--- config.mk ---
export PLATFORM = sky130hd
export DESIGN_NAME = alu_top
export DESIGN_NICKNAME = d
export VERILOG_FILES = /design/src/verilog/alu_pkg.sv /design/src/verilog/sum_unit.sv /design/src/verilog/product_unit.sv /design/src/verilog/alu_top.sv
export SDC_FILE = /design/constraint.sdc
export NUM_CORES = 2
export LEC_CHECK = 0
export ABC_AREA = 0
export BUFFER_PORTS_ARGS = -buffer_cell sky130_fd_sc_hd__buf_2
export CAP_MARGIN = 10
export CORE_MARGIN = 4
export CORE_UTILIZATION = 40
export CTS_CLUSTER_DIAMETER = 50
export DETAILED_ROUTE_END_ITERATION = 8
export PLACE_DENSITY = 0.66
export SLEW_MARGIN = 25
export SYNTH_ARGS = -nofsm -noshare
export SYNTH_HDL_FRONTEND = slang
export SYNTH_SLANG_ARGS = --single-unit
export TNS_END_PERCENT = 100
--- constraint.sdc ---
create_clock -name pclk -period 3.9 [get_ports pclk]
set_input_delay 0.78 -clock pclk [delete_from_list [all_inputs] [get_ports pclk]]
set_output_delay 0.78 -clock pclk [all_outputs]
set_load 0.005 [all_outputs]
--- src/verilog/alu_pkg.sv ---
// holds constants, field layouts and carrier types of the add/sub/multiply unit
// assumes a 32-bit integer pipeline and an apb register port on pclk
package alu_pkg;
  // ****************************************
  // widths and instruction fields
  // ****************************************
  localparam int unsigned DATA_W = 32;
  localparam int unsigned PADDR_W = 8;
  localparam int unsigned OPX_HI = 24;
  localparam int unsigned OPX_LO = 19;
  localparam int unsigned IMM_SEL_BIT = 13;
  localparam int unsigned IMM_HI = 12;
  localparam int unsigned TAG_HI = 1;
  localparam int unsigned SIGN_BIT = 31;
  // ****************************************
  // opcode extension values
  // ****************************************
  localparam logic [5:0] OP_ADD = 6'h00;
  localparam logic [5:0] OP_ADDCC = 6'h10;
  localparam logic [5:0] OP_ADDX = 6'h08;
  localparam logic [5:0] OP_ADDXCC = 6'h18;
  localparam logic [5:0] OP_SUB = 6'h04;
  localparam logic [5:0] OP_SUBCC = 6'h14;
  localparam logic [5:0] OP_SUBX = 6'h0c;
  localparam logic [5:0] OP_SUBXCC = 6'h1c;
  localparam logic [5:0] OP_TSUM = 6'h20;
  localparam logic [5:0] OP_TSUM_TRAP = 6'h22;
  localparam logic [5:0] OP_TDIFF = 6'h21;
  localparam logic [5:0] OP_TDIFF_TRAP = 6'h23;
  localparam logic [5:0] OP_MSTEP = 6'h24;
  localparam logic [5:0] OP_UMUL = 6'h0a;
  localparam logic [5:0] OP_SMUL = 6'h0b;
  localparam logic [5:0] OP_UMULCC = 6'h1a;
  localparam logic [5:0] OP_SMULCC = 6'h1b;
  localparam int unsigned OP_CC_BIT = 4;
  localparam int unsigned OP_SIGNED_BIT = 0;
  // ****************************************
  // register map and reset values
  // ****************************************
  localparam logic [7:0] ADDR_UPPER = 8'h00;
  localparam logic [7:0] ADDR_FLAGS = 8'h04;
  localparam logic [7:0] ADDR_STATUS = 8'h08;
  localparam logic [31:0] UPPER_RST = 32'h0;
  localparam logic [31:0] ZERO_WORD = 32'h0;
  // ****************************************
  // carrier types
  // ****************************************
  typedef struct packed {
    logic n;
    logic z;
    logic v;
    logic c;
  } flags_type;
  localparam flags_type FLAGS_RST = 4'h0;
  typedef struct packed {
    logic [31:0] instr;
    logic [31:0] src1;
    logic [31:0] src2;
  } issue_req_type;
  typedef struct packed {
    logic valid;
    logic wr_en;
    logic trap;
    logic [31:0] result;
  } resp_type;
  typedef enum logic [1:0] {ST_IDLE = 2'b01, ST_MUL = 2'b10} seq_state_type;
  // sign-extend the 13-bit immediate
  function automatic logic [31:0] sign_ext13(input logic [12:0] imm);
    sign_ext13 = {{19{imm[IMM_HI]}}, imm};
  endfunction
  // second operand: register or immediate, chosen by the select bit
  function automatic logic [31:0] second_operand(input logic [31:0] instr,
                                                 input logic [31:0] src2);
    second_operand = instr[IMM_SEL_BIT] ? sign_ext13(instr[IMM_HI:0]) : src2;
  endfunction
endpackage

--- src/verilog/sum_unit.sv ---
// holds the shared 32-bit adder/subtractor with carry and overflow
// assumes operands are stable within the cycle; purely combinational
`timescale 1ns/1ps
module sum_unit (
  input logic [alu_pkg::DATA_W-1:0] op_a, // first operand
  input logic [alu_pkg::DATA_W-1:0] op_b, // second operand
  input logic sub, // high: a - b - cin
  input logic cin, // carry or borrow in
  output logic [alu_pkg::DATA_W-1:0] sum,
  output logic carry, // carry out, or borrow for subtraction
  output logic ovf // signed overflow
);
  import alu_pkg::*;
  logic [DATA_W:0] wide; // 33-bit raw sum
  logic [DATA_W-1:0] b_eff; // inverted for subtraction
  // subtraction as a + ~b + ~borrow, so one adder serves both
  always_comb begin
    b_eff = sub ? ~op_b : op_b;
    wide = {1'b0, op_a} + {1'b0, b_eff} + {{DATA_W{1'b0}}, sub ^ cin};
    sum = wide[DATA_W-1:0];
    carry = sub ? ~wide[DATA_W] : wide[DATA_W];
    if (sub) begin
      ovf = (op_a[SIGN_BIT] != op_b[SIGN_BIT]) && (sum[SIGN_BIT] != op_a[SIGN_BIT]);
    end else begin
      ovf = (op_a[SIGN_BIT] == op_b[SIGN_BIT]) && (sum[SIGN_BIT] != op_a[SIGN_BIT]);
    end
  end
endmodule // sum_unit

--- src/verilog/product_unit.sv ---
// holds the registered 32x32 multiplier, signed or unsigned
// assumes start is a one-cycle pulse; product is ready one edge later
`timescale 1ns/1ps
module product_unit (
  input logic pclk,
  input logic presetn,
  input logic start, // one-cycle launch
  input logic signed_mode, // two's complement operands
  input logic [alu_pkg::DATA_W-1:0] op_a,
  input logic [alu_pkg::DATA_W-1:0] op_b,
  output logic done, // one-cycle pulse with product
  output logic [2*alu_pkg::DATA_W-1:0] prod
);
  import alu_pkg::*;
  typedef struct packed {
    logic done;
    logic [2*DATA_W-1:0] prod;
  } prod_state_type;
  prod_state_type st_ff; // all state
  prod_state_type nxt_st; // next state
  logic signed [DATA_W:0] ext_a; // one extra bit carries the sign
  logic signed [DATA_W:0] ext_b;
  logic signed [2*DATA_W+1:0] full; // 66-bit product
  // ****************************************
  // next state
  // ****************************************
  // sign bit is zero for unsigned, so one signed multiplier covers both
  always_comb begin
    ext_a = $signed({op_a[SIGN_BIT] & signed_mode, op_a});
    ext_b = $signed({op_b[SIGN_BIT] & signed_mode, op_b});
    full = ext_a * ext_b;
    nxt_st = st_ff;
    nxt_st.done = start;
    if (start) begin
      nxt_st.prod = full[2*DATA_W-1:0];
    end
  end
  // state register
  always_ff @(posedge pclk or negedge presetn) begin
    if (!presetn) begin
      st_ff <= '0;
    end else begin
      st_ff <= nxt_st;
    end
  end
  assign done = st_ff.done;
  assign prod = st_ff.prod;
endmodule // product_unit

--- src/verilog/alu_top.sv ---
// holds the integer add, subtract, tagged, multiply-step and multiply unit
// assumes the pipeline presents one instruction with operands per accepted cycle
// and that apb reaches the upper product word and the condition flags
//
// Chosen here: the placing of the registers and the APB interface to the registers.
`timescale 1ns/1ps
module alu_top (
  input logic pclk,
  input logic presetn,
  // instruction issue
  input logic issue_valid,
  input alu_pkg::issue_req_type issue_req,
  output logic issue_ready,
  // result to the pipeline
  output alu_pkg::resp_type resp,
  output logic [alu_pkg::DATA_W-1:0] upper_word,
  output alu_pkg::flags_type flags,
  // apb slave
  input logic psel,
  input logic penable,
  input logic pwrite,
  input logic [alu_pkg::PADDR_W-1:0] paddr,
  input logic [alu_pkg::DATA_W-1:0] pwdata,
  output logic [alu_pkg::DATA_W-1:0] prdata,
  output logic pready,
  output logic pslverr
);
  import alu_pkg::*;
  // ****************************************
  // state and wires
  // ****************************************
  typedef struct packed {
    seq_state_type seq; // sequencer
    logic ready; // may accept an instruction
    resp_type resp; // last answer
    logic [DATA_W-1:0] upper; // upper product word
    flags_type flags; // condition flags
    logic [5:0] pend_op; // multiply in flight
    logic [DATA_W-1:0] prdata;
    logic pready;
    logic pslverr;
  } top_state_type;
  top_state_type st_ff; // all state
  top_state_type nxt_st; // next state
  logic issue_acc; // instruction taken this cycle
  logic [5:0] op; // opcode extension field
  logic [DATA_W-1:0] op2; // register or immediate
  logic [DATA_W-1:0] add_a; // adder inputs
  logic [DATA_W-1:0] add_b;
  logic add_sub;
  logic add_cin;
  logic [DATA_W-1:0] add_sum; // adder outputs
  logic add_carry;
  logic add_ovf;
  flags_type arith_flags; // flags from the adder
  logic tag_fault;
  logic mul_start;
  logic mul_done;
  logic [2*DATA_W-1:0] mul_prod;
  logic apb_wr; // apb write completes
  logic apb_setup; // apb setup phase

  assign issue_acc = issue_valid && st_ff.ready;
  assign op = issue_req.instr[OPX_HI:OPX_LO];
  // select and immediate fields
  // operand format
  assign op2 = second_operand(issue_req.instr, issue_req.src2);
  assign mul_start = issue_acc && (op == OP_UMUL || op == OP_SMUL ||
                                   op == OP_UMULCC || op == OP_SMULCC);
  assign apb_setup = psel && !penable;
  assign apb_wr = psel && penable && st_ff.pready && pwrite;

  // ****************************************
  // adder operand steering
  // ****************************************
  // one adder is shared by every non-multiply operation
  always_comb begin
    // first source plus register or immediate
    add_a = issue_req.src1;
    add_b = op2;
    add_sub = 1'b0;
    add_cin = 1'b0;
    case (op)
      OP_ADDX, OP_ADDXCC: begin
        add_cin = st_ff.flags.c;
      end
      OP_SUB, OP_SUBCC, OP_TDIFF, OP_TDIFF_TRAP: begin
        add_sub = 1'b1;
      end
      OP_SUBX, OP_SUBXCC: begin
        add_sub = 1'b1;
        add_cin = st_ff.flags.c;
      end
      OP_MSTEP: begin
        // shift with n xor v on top
        add_a = {st_ff.flags.n ^ st_ff.flags.v, issue_req.src1[DATA_W-1:1]};
        add_b = st_ff.upper[0] ? op2 : ZERO_WORD;
      end
      default: begin
        add_sub = 1'b0;
      end
    endcase
  end

  sum_unit u_sum (
    .op_a(add_a),
    .op_b(add_b),
    .sub(add_sub),
    .cin(add_cin),
    .sum(add_sum),
    .carry(add_carry),
    .ovf(add_ovf)
  );

  // signedness from the low opcode bit
  product_unit u_prod (
    .pclk(pclk),
    .presetn(presetn),
    .start(mul_start),
    .signed_mode(op[OP_SIGNED_BIT]),
    .op_a(issue_req.src1),
    .op_b(op2),
    .done(mul_done),
    .prod(mul_prod)
  );

  always_comb begin
    arith_flags.n = add_sum[SIGN_BIT];
    arith_flags.z = (add_sum == ZERO_WORD);
    arith_flags.v = add_ovf;
    arith_flags.c = add_carry;
  end
  assign tag_fault = (|issue_req.src1[TAG_HI:0]) || (|op2[TAG_HI:0]) || add_ovf;

  // ****************************************
  // next state
  // ****************************************
  // apb writes are applied first so that an instruction in the same
  // cycle overrides them; the pipeline view must stay coherent
  always_comb begin
    nxt_st = st_ff;
    nxt_st.resp.valid = 1'b0;
    nxt_st.resp.trap = 1'b0;
    // apb answers one cycle after setup, no wait states
    nxt_st.pready = apb_setup;
    nxt_st.pslverr = 1'b0;
    if (apb_setup) begin
      case (paddr)
        ADDR_UPPER: nxt_st.prdata = st_ff.upper;
        ADDR_FLAGS: nxt_st.prdata = {{(DATA_W-4){1'b0}}, st_ff.flags};
        ADDR_STATUS: nxt_st.prdata = {{(DATA_W-1){1'b0}}, ~st_ff.ready};
        default: begin
          // unmapped: zero data and error
          nxt_st.prdata = ZERO_WORD;
          nxt_st.pslverr = 1'b1;
        end
      endcase
    end
    if (apb_wr) begin
      if (paddr == ADDR_UPPER) begin
        nxt_st.upper = pwdata;
      end
      if (paddr == ADDR_FLAGS) begin
        nxt_st.flags = pwdata[3:0];
      end
    end
    unique case (st_ff.seq)
      ST_IDLE: begin
        if (issue_acc) begin
          nxt_st.resp.valid = 1'b1;
          nxt_st.resp.wr_en = 1'b1;
          nxt_st.resp.result = add_sum;
          case (op)
            OP_ADD, OP_ADDX, OP_SUB, OP_SUBX: begin
              nxt_st.resp.wr_en = 1'b1;
            end
            OP_ADDCC, OP_ADDXCC, OP_SUBCC, OP_SUBXCC: begin
              nxt_st.flags = arith_flags;
            end
            OP_TSUM, OP_TDIFF: begin
              nxt_st.flags = arith_flags;
              nxt_st.flags.v = tag_fault;
            end
            OP_TSUM_TRAP, OP_TDIFF_TRAP: begin
              if (tag_fault) begin
                nxt_st.resp.trap = 1'b1;
                nxt_st.resp.wr_en = 1'b0;
                nxt_st.flags = st_ff.flags;
              end else begin
                nxt_st.flags = arith_flags;
                nxt_st.flags.v = 1'b0;
              end
            end
            OP_MSTEP: begin
              // step over source and upper word
              nxt_st.flags = arith_flags;
              nxt_st.upper = {issue_req.src1[0], st_ff.upper[DATA_W-1:1]};
            end
            OP_UMUL, OP_SMUL, OP_UMULCC, OP_SMULCC: begin
              // answer comes when the product is registered
              nxt_st.resp.valid = 1'b0;
              nxt_st.seq = ST_MUL;
              nxt_st.ready = 1'b0;
              nxt_st.pend_op = op;
            end
            default: begin
              // unknown opcode: answer, no write
              nxt_st.resp.wr_en = 1'b0;
            end
          endcase
        end
      end
      ST_MUL: begin
        if (mul_done) begin
          nxt_st.resp.valid = 1'b1;
          nxt_st.resp.wr_en = 1'b1;
          nxt_st.resp.result = mul_prod[DATA_W-1:0];
          nxt_st.upper = mul_prod[2*DATA_W-1:DATA_W];
          if (st_ff.pend_op[OP_CC_BIT]) begin
            // n and z from low word
            nxt_st.flags.n = mul_prod[SIGN_BIT];
            nxt_st.flags.z = (mul_prod[DATA_W-1:0] == ZERO_WORD);
            nxt_st.flags.v = 1'b0;
            nxt_st.flags.c = 1'b0;
          end
          nxt_st.seq = ST_IDLE;
          nxt_st.ready = 1'b1;
        end
      end
    endcase
  end

  // ****************************************
  // state register
  // ****************************************
  always_ff @(posedge pclk or negedge presetn) begin
    if (!presetn) begin
      st_ff.seq <= ST_IDLE;
      st_ff.ready <= 1'b1;
      st_ff.resp <= '0;
      st_ff.upper <= UPPER_RST;
      st_ff.flags <= FLAGS_RST;
      st_ff.pend_op <= OP_ADD;
      st_ff.prdata <= ZERO_WORD;
      st_ff.pready <= 1'b0;
      st_ff.pslverr <= 1'b0;
    end else begin
      st_ff <= nxt_st;
    end
  end

  // outputs straight from the state register
  assign issue_ready = st_ff.ready;
  assign resp = st_ff.resp;
  assign upper_word = st_ff.upper;
  assign flags = st_ff.flags;
  assign prdata = st_ff.prdata;
  assign pready = st_ff.pready;
  assign pslverr = st_ff.pslverr;
endmodule // alu_top

==> impl_results.md <==
- Status: complete, but fails checks
- Failing checks: setup timing
- Post-synth top flop: dfrtp_1
- First-pass GRT wire length: 257.5 mm
- Setup total negative slack: -214.54 ns
- Worst path buffer plus inverter count: 13
- DR vias: 40590
- Vias in the first global route: 44330
- Number of synthesized flops with an enable pin: 0
- Total core area: 122200 µm²
- Final ANT Viol Nets: 0
- Via density: 5.204
- Syn Nets: 6958
- Final Slew Violations: 0
- Synth Area in XOR/XNOR: 2.252%
- CTS Root Cell: clkbuf_16
- Die H: 359.4 µm
- Layout area overhead: 25.61%
- Mux cell area share after synthesis: 1.961%
- Cell count after synthesis: 5446
- Hold Vio Cnt, Final: 0
- Clk_lat worst skew: 0.45 ns
- Arr. time, crit path: 8.45 ns
- Nets: 7665
- Max Cap Viol: 0
- Remaining DRCs: 0
- Largest family of logic cells by synthesized area: adder cells
- Synth unique cells: 87
- Layout cell share with drive strength beyond 1: 26.87%
- Critical path class: in2reg
- H-tree depth: 4
- Crit end category: register
- Row cnt: 128
- Fillers: 10990
- Syn avg cell area: 9.068 µm²
- Crit path top cell by count: fa_1
- Async set-reset flop share out of synthesis: 100.0%
- Post-Place Cells: 7613
- Maximum clock rate: 122.9 MHz
- # IOs: 248
- Yosys synthesis warning count: 0
- Synth Area in Compound Gates: 7.842%
- Crit path required time: 4.21 ns
- Slew @ Worst Pin: 0.9245 ns
- Worst slew margin: 38.30%
- CP max stage cell: fa_2
- DRT iter0 DRCs: 3191
- Grt ovf: 0
- CP max FO: 7
- Die extent in x: 359.4 µm
- Dpl hpwl: 134.6 mm
- Worst Skew: 0.01699 ns
- Global Route Usage Sum: 25.52%
- Crit-path max cell delay: 0.66 ns
- Number of detailed-route iterations in the first pass: 6
- RSZ-0062 raised after global routing: yes
- Fin crit share: 208.7%
- Final setup viols: 75
- Final WS setup: -4.238 ns
- Largest net degree at the start of global routing: 118
- Input/output buffers: 235
- Final min period: 8.138 ns
- Post-synthesis adder-cell area fraction: 51.84%
- Clock tree buffer depth: 2
- Crit start category: input pin
- CTS Buf Count: 17
- Detailed Route WL: 164.9 mm
- Placer Congestion: 0.9508
- Clk sinks: 173
- Util after Layout: 50.76%
- TritonCTS clock tree: built
- HP Class: in2async
- Starting Density: 40.41%
- Clk pin slew, worst setup/hold paths: 0.07 ns
- Die Footprint: 129100 µm²
- Synth Cell Area: 49380 µm²
- Crit path max-delay family: adder cells
- Routed wire per std cell: 21.14 µm
- Flops & latches, synth: 173
- Initial antenna violation count: 19
- Finished Layout Cells: 7800
- Register area share after synthesis: 8.769%
- Simple-Gate Fraction of Synth Area: 14.34%
cell families after synthesis:
| group | count (synthesis) |
|---|---|
| buf+inv | 1602 |
| simple gates | 1506 |
| fa+ha+maj | 1370 |
| compound gates | 577 |
| flops | 173 |
| xor+xnor | 127 |
| mux | 91 |
layout make-up:
cell class / instances / area (µm²) / area share (%)
Timing Repair Buffer: 1113 / 9517 / 15.34
Clock buffer: 18 / 439.2 / 0.7080
Inverter: 1171 / 4412 / 7.112
Clock inverter: 14 / 142.6 / 0.2300
Tap cell: 1625 / 2033 / 3.278
Sequential cell: 173 / 4330 / 6.981
Multi-Input combinational cell: 3677 / 41130 / 66.31
Antenna cell: 9 / 22.52 / 0.03631
synth_stat cells (5+ instances only):
library cell  instances  area (µm²)
inv_1              1171        4395
fa_1               1127       22560
nand2_1             850        3191
and2_1              404        2527
clkbuf_1            288        1081
ha_1                243        3040
dfrtp_1             172        4304
o21ai_0             162       810.8
buf_4               103       773.2
a21oi_1              96       480.5
nor2_1               85       319.1
a21o_1               75       563.0
xnor2_1              64       560.5
xor2_1               63       551.8
a22oi_1              54       405.4
mux2_2               46       518.0
mux2i_1              45       450.4
buf_1                33       123.9
nand4_1              32       200.2
a22o_1               28       245.2
nor3_1               23       115.1
nand3_1              22       110.1
a31oi_1              18       112.6
nor4_1               15       93.84
o211ai_1             14       105.1
o21a_1               13       97.59
or2_2                13       81.33
nand2b_1             12       75.07
nor2b_1              12       75.07
a211oi_1             11       82.58
o31ai_1              11       82.58
and3_1                9       56.30
o21bai_1              9       67.56
a222oi_1              7       70.07
o31a_1                7       61.31
or3_1                 7       43.79
a2111oi_0             5       43.79
a211o_1               5       43.79
a221o_1               5       50.05
buf_2                 5       25.02
repair_timing:
item                                    in CTS  in global routing
pin swaps                                  193                152
hold buffers                                 0                  0
gates resized for setup                    345                164
endpoints found under the setup margin      78                 79
buffers inserted                            96                 48
gates cloned                                15                  2
flip-flops by register name, indices dropped and copies added (netlist names):
| name | flops |
|---|---|
| flags | 4 |
| prdata | 32 |
| pready | 1 |
| pslverr | 1 |
| resp | 35 |
| st_ff | 3 |
| u_prod.done | 1 |
| u_prod.prod | 64 |
| upper_word | 32 |
worst reg2reg max path, delay by kind of cell, from the launching register on:
| family | cells | cell delay (ns) |
|---|---|---|
| AOI/OAI and AO/OA | 4 | 0.69 |
| xor gates and xnor gates | 2 | 0.30 |
| adders and majority gates | 2 | 0.78 |
| buffers and inverters | 2 | 0.33 |
| DFF | 1 | 0.38 |
| and+or+nand+nor | 7 | 1.76 |
metal layers:
metal	global-route usage [%]	vias to the layer above	routed length, µm
li1	-	17640	-
met2	42.43	1661	77680
met3	4.203	408	12780
met1	33.23	20880	65560
met4	10.54	4	8801
met5	0	-	24
cell usage in the layout (no fill, tap or decap), drive strengths merged, types with 45 or more instances in the layout:
| cell type | n |
|---|---|
| xor2 | 63 |
| dfrtp | 172 |
| mux2i | 45 |
| and2 | 407 |
| o21ai | 166 |
| inv | 1177 |
| nor2 | 85 |
| mux2 | 50 |
| buf | 1111 |
| nand2 | 850 |
| ha | 243 |
| a22oi | 54 |
| a21oi | 98 |
| fa | 1127 |
| a21o | 76 |
| xnor2 | 64 |
worst paths after layout:
| path | slack, ns | start | end | cells past startpoint |
|---|---|---|---|---|
| setup / recovery | -4.24 | issue_req[77] | u_prod.prod[54] | 33 |
| hold / removal | 0.32 | presetn | pslverr | 1 |
| setup reg to reg | -0.41 | upper_word[0] | flags[2] | 17 |
| hold reg to reg | 0.49 | prdata[1] | prdata[1] | 2 |
| max in group asynchronous | 2.74 | presetn | prdata[17] | 2 |
| min in group pclk | 0.49 | prdata[1] | prdata[1] | 2 |
per-stage QoR:
stage	hold WS (ns)	cell area (µm²)	setup WS [ns]
after floorplan	0.4461	50500	-4.154
after global placement	0.4585	57870	-4.940
after detailed placement	0.4764	57870	-4.986
after CTS	0.3388	61040	-4.087
after global routing	0.3576	62020	-4.446
final	0.3199	62030	-4.238
Power is left out: the tool's default activity adds up to more than one toggle a clock period on the data nets, which glitch-free logic cannot reach.
